--- src/pkg/adc_readout_pkg.sv ---
// package for the channel select and readout block
// assumes a 10 MHz host bus clock and one clock domain
`default_nettype none
package adc_readout_pkg;
  // =====================================================
  // widths
  localparam int RESULT_W = 12;
  localparam int BYTE_W   = 8;
  localparam int CHAN_W   = 4;
  // =====================================================
  // low byte layout
  localparam int LB_EOC_BIT   = 0;
  localparam int LB_BUSY_BIT  = 1;
  localparam int LB_START_BIT = 2;
  localparam int LB_ZERO_BIT  = 3;
  localparam int LB_DATA_LSB  = 4;
  // =====================================================
  // timing
  localparam int  CLK_PERIOD_NS   = 100;
  localparam int  SAR_PERIOD_NS   = 2500;   // approximation clock period
  localparam int  BUSY_MAX_NS     = 3800;   // busy low after start low
  localparam int  SAMPLE_NS       = 10000;  // sampling window
  localparam int  SAR_DIV_CYCLES  = SAR_PERIOD_NS / CLK_PERIOD_NS;
  localparam int  BUSY_DLY_CYCLES = BUSY_MAX_NS / CLK_PERIOD_NS;
  localparam int  SAMPLE_CYCLES   = (SAMPLE_NS + CLK_PERIOD_NS - 1) / CLK_PERIOD_NS;
  localparam int  DIV_W           = 6;
  localparam int  CNT_W           = 8;
  localparam logic [CHAN_W-1:0] CHAN_RESET = 4'h0;
  // =====================================================
  // conversion sequencer states, gray along the path
  typedef enum logic [1:0] {
    ST_IDLE   = 2'b00,
    ST_SAMPLE = 2'b01,
    ST_WAIT   = 2'b11,
    ST_CONV   = 2'b10
  } conv_state_t;
endpackage
`default_nettype wire

--- src/pkg/sar_if.sv ---
// interface between the sequencer and the approximation register
// assumes both ends on i_mclk
`timescale 1ns/1ps
`default_nettype none
interface sar_if;
  import adc_readout_pkg::*;
  logic                start;
  logic                step;
  logic                cmp_high;
  logic                done;
  logic [RESULT_W-1:0] result;
  modport ctrl (output start, output step, output cmp_high, input done, input result);
  modport sar  (input start, input step, input cmp_high, output done, output result);
endinterface
`default_nettype wire

--- src/rtl/approx_reg.sv ---
// successive approximation register, one bit per step
// assumes start and step are one-cycle pulses on i_mclk
`timescale 1ns/1ps
`default_nettype none
module approx_reg
  import adc_readout_pkg::*;
(
  input  wire logic i_mclk,
  input  wire logic i_resetn,
  sar_if.sar        s
);
  logic [RESULT_W-1:0] trial_ff;
  logic [RESULT_W-1:0] mask_ff;
  logic                done_ff;
  logic [RESULT_W-1:0] kept;

  // =====================================================
  // keep the trial bit when comparator reads high
  assign kept     = s.cmp_high ? trial_ff : (trial_ff & ~mask_ff);
  assign s.result = trial_ff;
  assign s.done   = done_ff;

  always_ff @(posedge i_mclk or negedge i_resetn)
  begin
    if (!i_resetn)
    begin
      trial_ff <= '0;
      mask_ff  <= '0;
      done_ff  <= 1'b0;
    end
    else if (s.start)
    begin
      trial_ff <= {1'b1, {(RESULT_W-1){1'b0}}};
      mask_ff  <= {1'b1, {(RESULT_W-1){1'b0}}};
      done_ff  <= 1'b0;
    end
    else if (s.step && mask_ff != '0)
    begin
      trial_ff <= kept | (mask_ff >> 1);
      mask_ff  <= mask_ff >> 1;
      done_ff  <= (mask_ff == {{(RESULT_W-1){1'b0}}, 1'b1});
    end
    else
      done_ff <= 1'b0;
  end
endmodule
`default_nettype wire

--- src/rtl/adc_channel_select_readout.sv ---
// channel select, conversion sequencing and byte readout of the analog input block
// assumes host bus strobes synchronous to i_mclk, comparator level on i_cmp_high
// Notes on behaviour
// - twelve-bit result, left-justified over two bytes
// - low byte: result bits 0-3 on lines 4-7
// - low byte: eoc line 0, busy 1, start 2
// - low byte bit 3 reads zero
// - high byte: result bits 4-11 on lines 0-7
// - every low-byte read carries live status
// - start flag low during sampling, high after
// - codes 0-7 select channels 0-7
// - codes 8-15 single-ended only
// - busy low within 3.8 us of start low
// - busy high only when result complete
// - eoc asserted at completion, cleared by high read
// - interrupt is inverse of eoc flag
// - channel write loads select, starts conversion
// - byte select low high byte, high low byte
// - bus reset clears divider and interrupt
// - divide bus clock to about 2.5 us
`timescale 1ns/1ps
`default_nettype none
module adc_channel_select_readout
  import adc_readout_pkg::*;
#(
  parameter int SAR_DIV = SAR_DIV_CYCLES,
  parameter int SAMPLE  = SAMPLE_CYCLES
)
(
  input  wire logic              i_mclk,
  input  wire logic              i_resetn,
  input  wire logic              i_bus_reset,
  input  wire logic              i_select_n,
  input  wire logic              i_rd_n,
  input  wire logic              i_wr_n,
  input  wire logic              i_byte_select,
  input  wire logic [BYTE_W-1:0] i_host_data_lines,
  input  wire logic              i_cmp_high,
  output logic      [BYTE_W-1:0] o_host_data_lines,
  output logic                   o_host_data_oe,
  output logic      [CHAN_W-1:0] o_channel,
  output logic                   o_sample_hold,
  output logic                   o_done_irq
);
  sar_if s ();

  conv_state_t         state_ff, nxt_state;
  logic [CHAN_W-1:0]   chan_ff;
  logic [CNT_W-1:0]    cnt_ff, nxt_cnt;
  logic [DIV_W-1:0]    div_ff;
  logic [RESULT_W-1:0] result_ff;
  logic                eoc_n_ff, busy_n_ff, start_n_ff;
  logic                wr_ff, rd_ff;
  logic [BYTE_W-1:0]   data_ff;
  logic                oe_ff;
  logic                sar_step_ff;

  logic              wr_now, rd_now, wr_end, rd_high, rd_low, div_wrap;
  logic              sample_end, conv_done, flag_clear;
  logic [BYTE_W-1:0] low_byte, high_byte, read_byte;

  // =====================================================
  // bus strobe decode; a write acts when its strobe ends
  assign wr_now     = !i_select_n && !i_wr_n;
  assign rd_now     = !i_select_n && !i_rd_n;
  assign wr_end     = wr_ff && !wr_now;
  assign rd_high    = rd_now && !rd_ff && !i_byte_select;
  assign rd_low     = rd_now && i_byte_select;
  assign div_wrap   = div_ff == DIV_W'(SAR_DIV - 1);
  assign sample_end = cnt_ff == CNT_W'(SAMPLE - 1);
  assign conv_done  = s.done && (state_ff == ST_CONV) && !wr_end;  // an abort discards a late finish
  assign flag_clear = i_bus_reset || rd_high;

  // =====================================================
  // byte layout, result left-justified over both bytes
  assign low_byte  = {result_ff[3:0], 1'b0, start_n_ff, busy_n_ff, eoc_n_ff};
  assign high_byte = result_ff[RESULT_W-1:4];
  assign read_byte = i_byte_select ? low_byte : high_byte;

  // =====================================================
  // approximation wiring; the comparator is sampled each step
  assign s.start    = (state_ff == ST_WAIT) && div_wrap;
  assign s.step     = sar_step_ff;
  assign s.cmp_high = i_cmp_high;

  approx_reg u_sar (
    .i_mclk   (i_mclk),
    .i_resetn (i_resetn),
    .s        (s)
  );

  // =====================================================
  // sequencer next state; a new write always restarts sampling
  always_comb
  begin
    nxt_state = state_ff;
    nxt_cnt   = cnt_ff;
    if (wr_end)
    begin
      nxt_state = ST_SAMPLE;
      nxt_cnt   = '0;
    end
    else
      unique case (state_ff)
        ST_IDLE:   nxt_cnt = '0;
        ST_SAMPLE:
        begin
          nxt_cnt = cnt_ff + 1'b1;
          if (sample_end)
            nxt_state = ST_WAIT;
        end
        ST_WAIT:   if (div_wrap) nxt_state = ST_CONV;
        ST_CONV:   if (s.done) nxt_state = ST_IDLE;
      endcase
  end

  // =====================================================
  // divider; bus reset clears it, writes realign it
  always_ff @(posedge i_mclk or negedge i_resetn)
  begin
    if (!i_resetn)
      div_ff <= '0;
    else if (i_bus_reset || wr_end || div_wrap)
      div_ff <= '0;
    else
      div_ff <= div_ff + 1'b1;
  end

  // =====================================================
  // state, channel and strobe history
  always_ff @(posedge i_mclk or negedge i_resetn)
  begin
    if (!i_resetn)
    begin
      state_ff    <= ST_IDLE;
      cnt_ff      <= '0;
      chan_ff     <= CHAN_RESET;
      wr_ff       <= 1'b0;
      rd_ff       <= 1'b0;
      sar_step_ff <= 1'b0;
    end
    else
    begin
      state_ff    <= nxt_state;
      cnt_ff      <= nxt_cnt;
      wr_ff       <= wr_now;
      rd_ff       <= rd_now;
      sar_step_ff <= (state_ff == ST_CONV) && div_wrap && !wr_end;
      if (wr_now)
        chan_ff <= i_host_data_lines[CHAN_W-1:0];
    end
  end

  // =====================================================
  // status flags; completion wins over a same-cycle high read
  always_ff @(posedge i_mclk or negedge i_resetn)
  begin
    if (!i_resetn)
    begin
      start_n_ff <= 1'b1;
      busy_n_ff  <= 1'b1;
      eoc_n_ff   <= 1'b1;
      result_ff  <= '0;
    end
    else
    begin
      start_n_ff <= (nxt_state != ST_SAMPLE);
      // busy falls on the same edge as start, far inside the deadline
      busy_n_ff  <= (nxt_state == ST_IDLE);
      if (conv_done)
        result_ff <= s.result;
      if (conv_done)
        eoc_n_ff <= 1'b0;
      else if (flag_clear)
        eoc_n_ff <= 1'b1;
    end
  end

  // =====================================================
  // registered outputs; the bus drives only during a read
  always_ff @(posedge i_mclk or negedge i_resetn)
  begin
    if (!i_resetn)
    begin
      data_ff       <= '0;
      oe_ff         <= 1'b0;
      o_channel     <= CHAN_RESET;
      o_sample_hold <= 1'b0;
      o_done_irq    <= 1'b0;
    end
    else
    begin
      data_ff       <= read_byte;
      oe_ff         <= rd_now;
      o_channel     <= chan_ff;
      o_sample_hold <= (nxt_state == ST_SAMPLE);
      o_done_irq    <= conv_done ? 1'b1 : flag_clear ? 1'b0 : !eoc_n_ff;
    end
  end

  assign o_host_data_lines = data_ff;
  assign o_host_data_oe    = oe_ff;

  // =====================================================
  // checks
  chk_irq_tracks_eoc: assert property (@(posedge i_mclk) disable iff (!i_resetn)
    o_done_irq == !eoc_n_ff) else $error("irq not inverse of eoc");
  chk_low_zero_bit: assert property (@(posedge i_mclk) disable iff (!i_resetn)
    o_host_data_oe && $past(i_byte_select) |-> !o_host_data_lines[LB_ZERO_BIT])
    else $error("low byte bit 3 not zero");
  chk_high_read_clears: assert property (@(posedge i_mclk) disable iff (!i_resetn)
    rd_high && !(s.done && state_ff == ST_CONV) |=> eoc_n_ff) else $error("high read kept eoc");
  chk_write_starts: assert property (@(posedge i_mclk) disable iff (!i_resetn)
    wr_end |=> !start_n_ff && !busy_n_ff) else $error("write did not start");
  chk_busy_deadline: assert property (@(posedge i_mclk) disable iff (!i_resetn)
    $fell(start_n_ff) |-> !busy_n_ff) else $error("busy late after start");
  chk_busy_done: assert property (@(posedge i_mclk) disable iff (!i_resetn)
    $rose(busy_n_ff) |-> !eoc_n_ff && result_ff == $past(s.result)) else $error("busy rose early");
  chk_sample_high: assert property (@(posedge i_mclk) disable iff (!i_resetn)
    $rose(start_n_ff) && state_ff == ST_WAIT |-> !busy_n_ff) else $error("sampling end wrong");
  chk_bus_reset: assert property (@(posedge i_mclk) disable iff (!i_resetn)
    i_bus_reset && !(s.done && state_ff == ST_CONV) |=> !o_done_irq && div_ff == '0)
    else $error("bus reset ignored");
  cov_convert: cover property (@(posedge i_mclk) disable iff (!i_resetn) $fell(eoc_n_ff));
  cov_restart: cover property (@(posedge i_mclk) disable iff (!i_resetn) wr_end && state_ff == ST_CONV);
  cov_poll: cover property (@(posedge i_mclk) disable iff (!i_resetn) rd_low && !eoc_n_ff);
endmodule
`default_nettype wire

--- config.mk ---
export PLATFORM = sky130hd
export DESIGN_NAME = adc_channel_select_readout
export DESIGN_NICKNAME = d
export VERILOG_FILES = /design/src/pkg/adc_readout_pkg.sv /design/src/pkg/sar_if.sv /design/src/rtl/approx_reg.sv /design/src/rtl/adc_channel_select_readout.sv
export SDC_FILE = /design/constraint.sdc
export NUM_CORES = 1
export LEC_CHECK = 0
export ABC_AREA = 1
export ABC_CLOCK_PERIOD_IN_PS = 1900
export BUFFER_PORTS_ARGS = -buffer_cell sky130_fd_sc_hd__buf_2
export CAP_MARGIN = 20
export CORE_MARGIN = 10
export CORE_UTILIZATION = 55
export DETAILED_ROUTE_END_ITERATION = 8
export PLACE_DENSITY = 0.76
export SYNTH_ARGS = -nofsm -noshare
export SYNTH_HDL_FRONTEND = slang
export SYNTH_SLANG_ARGS = --single-unit
--- constraint.sdc ---
create_clock -name i_mclk -period 1.9 [get_ports i_mclk]
set_input_delay 0.19 -clock i_mclk [delete_from_list [all_inputs] [get_ports i_mclk]]
set_output_delay 0.19 -clock i_mclk [all_outputs]
set_load 0.02 [all_outputs]
==> run metrics <==
antenna cells 0; via-per-instance ratio 4.98; Die H around 96 um; max_cap viols 0; 1st-pass router iterations 4; pwr dens 885 nW/um^2; mean routed wirelength per cell 12.8 um; core area 5570 um^2; Net Count, Synth 369; Final Hold Vio Count 0; post-route minimum period approximately 1.6 ns; postcts setup bufs 0; Clock transition at path regs approximately 0.07 ns; first-pass GRT wire length ~10,000 um; synth unique cells 30; register area share after synthesis 0.601; DRC 0; TritonCTS clock tree yes; Starting Density 0.576; Main synth FF type dfrtp_1; Detail Route Antenna Nets 0; hpwl dp 4150 um; WP data required 2.16 ns; critical path launch point type flip-flop; Max IR drop VDD 0.706 mV; synthesized area 3210 um^2; Fin Setup TNS 0 ns; post-synthesis cell count 350; Worst-Margin Slew 0.540 ns; worst path arrival time 1.86 ns; largest net degree at the start of global routing 43; IO Port Bufs 26; worst rel slew slack 0.640; io pins 31; total track usage 0.145; nets 403; fraction of registers with async set/reset 1.00; pre-CTS setup slack ~0.13 ns; Post-synth EDFFs 0; fin crit share 0.845; Setup CP Type flip-flop to flip-flop; die width 96.4 um; Leak 0.00187 uW; layout cells sized above 1 0.147; Crit. End Element flip-flop; YS warnings 0; HP Class input port to flip-flop; Slew Viols, Final 0; status complete, no violations; final worst slack 0.295 ns; final clock skew 0.0135 ns; CTS Sinks between 70 and 80; die area 9300 um^2; Root Buffer clkbuf_8; initial antenna violation count 0; Clock Path Buffers 2; syn avg cell area 9.18 um^2; Post-Route WL 5920 um; highest clock rate between 600 and 700 MHz; synth-to-layout area growth 13.0%; flops & latches, synth 77; Overall Power 3210 uW; GPL Wtd Cong 0.809; Setup-failing EPs final 0; GR Overflow Total 0; initial drt markers 112; RSZ-0062 raised after global routing no; Rows 27; Worst-Skew Late Latency 0.35 ns; clock buffer count from CTS 9; via count 2,296; H-tree levels 3; worst-path fanout max 17; vias in the first global route 2,321
[final cells by class]
cell class                 instances  area, um^2
clock inverter                     2        35.0
multi-input combinational        226        1070
inverter                          38         145
timing repair buffer              32         208
fill                             472        1940
tap                               72        90.1
clock buffer                      14         153
sequential                        77        1930
[cells in the mapped netlist, drive strengths merged, types with 3 or more instances]
cell type | count | share of area
buf | 6 | 0.018
clkbuf | 3 | 0.0039
dfrtp | 74 | 0.58
dfstp | 3 | 0.025
ha | 3 | 0.012
inv | 36 | 0.042
mux2 | 4 | 0.014
nand2 | 110 | 0.13
nand3 | 22 | 0.038
nor2 | 37 | 0.044
nor3 | 3 | 0.0047
o21ai | 34 | 0.056
[worst max-delay path: stages, from the launching register on]
cell and delay (ns):
dfrtp_1 0.41, nor2_1 0.12, nand2_1 0.06, nor2_1 0.16, nand2_1 0.07, nand2_1 0.23
buf_12 0.18, nand2_1 0.10, o21ai_0 0.19
[flip-flops by register name (all words and copies together), names as in the netlist, 4 cells and up]
signal	flops
o_host_data_lines	8
cnt_ff	8
chan_ff	4
u_sar.mask_ff	12
result_ff	12
div_ff	6
u_sar.s.result	12
o_channel	4
[cell usage in the layout (no fill, tap or decap)]
| cell type | count |
|---|---|
| o21ai_1 | 12 |
| nand4_4 | 1 |
| o21ai_0 | 21 |
| xor2_1 | 2 |
| clkinv_2 | 3 |
| nand2_2 | 1 |
| inv_1 | 36 |
| dfrtp_1 | 74 |
| buf_2 | 25 |
| o21ai_4 | 1 |
| nor3b_1 | 2 |
| nor2_1 | 35 |
| ha_1 | 3 |
| dlygate4sd3_1 | 2 |
| a21oi_1 | 2 |
| buf_4 | 3 |
| buf_12 | 2 |
| nor3_1 | 3 |
| mux2_2 | 4 |
| nand3_1 | 21 |
| bufinv_16 | 1 |
| nor2_2 | 2 |
| o22ai_1 | 2 |
| nand3_4 | 1 |
| dfstp_2 | 3 |
| nand4_1 | 1 |
| nand2_1 | 109 |
| a22o_1 | 1 |
| xnor2_1 | 1 |
| clkbuf_1 | 4 |
| clkbuf_8 | 10 |
| o31ai_1 | 1 |
[power by group]
part / switching, uW / internal, uW
clock network: 553 / 644
registers: 60.2 / 1710
logic: 149 / 93.9
total: 762 / 2450
[layer usage]
metal,track usage,routed length (um)
met1,0.180,2710
met2,0.223,2710
met3,0.0355,381
met4,0.0896,116
met5,0,0
[what timing repair did]
item / CTS / global route
hold buffers: 2 / 0
hold endpoints to repair: 42 / 0
endpoints found under the setup margin: 0 / 22
resized for setup: 0 / 1
[cells by family (layout without fill, tap and decap cells)]
family	Yosys count	count (layout)	share of synthesized area
multiplexers	4	4	0.0140
adder cells (fa/ha/maj)	3	3	0.0117
XOR/XNOR	3	3	0.00818
AND/OR/NAND/NOR	176	176	0.229
AO/OA/AOI/OAI	40	40	0.0686
flip-flops	77	77	0.601
buffers and inverters	47	86	0.0670
[path summary, 6_finish.rpt]
kind	startpoint	endpoint	slack, ns	cells past startpoint
min in group asynchronous	i_resetn	chan_ff[3]	0.38	2
max reg2reg	u_sar.mask_ff[9]	u_sar.mask_ff[11]	0.30	8
min reg2reg	chan_ff[1]	o_channel[1]	0.38	0
min	i_host_data_lines[0]	chan_ff[0]	0.07	2
max	u_sar.mask_ff[9]	u_sar.mask_ff[11]	0.30	8
max in group asynchronous	i_resetn	start_n_ff	0.87	3
[stage by stage]
| stage | hold WS (ns) | std cells | instance area (um^2) | utilization |
|---|---|---|---|---|
| 4_1_cts | 0.0533 | 461 | 3630 | 0.651 |
| 6_report | 0.0720 | 461 | 3630 | 0.651 |
| 3_5_place_dp | 0.214 | 443 | 3420 | 0.613 |
| 5_1_grt | 0.0718 | 461 | 3630 | 0.651 |
| 3_3_place_gp | 0.208 | 443 | 3420 | 0.613 |
| 2_1_floorplan | -0.106 | 350 | 3210 | - |
Note: power is estimated with default switching activity, not from simulation.
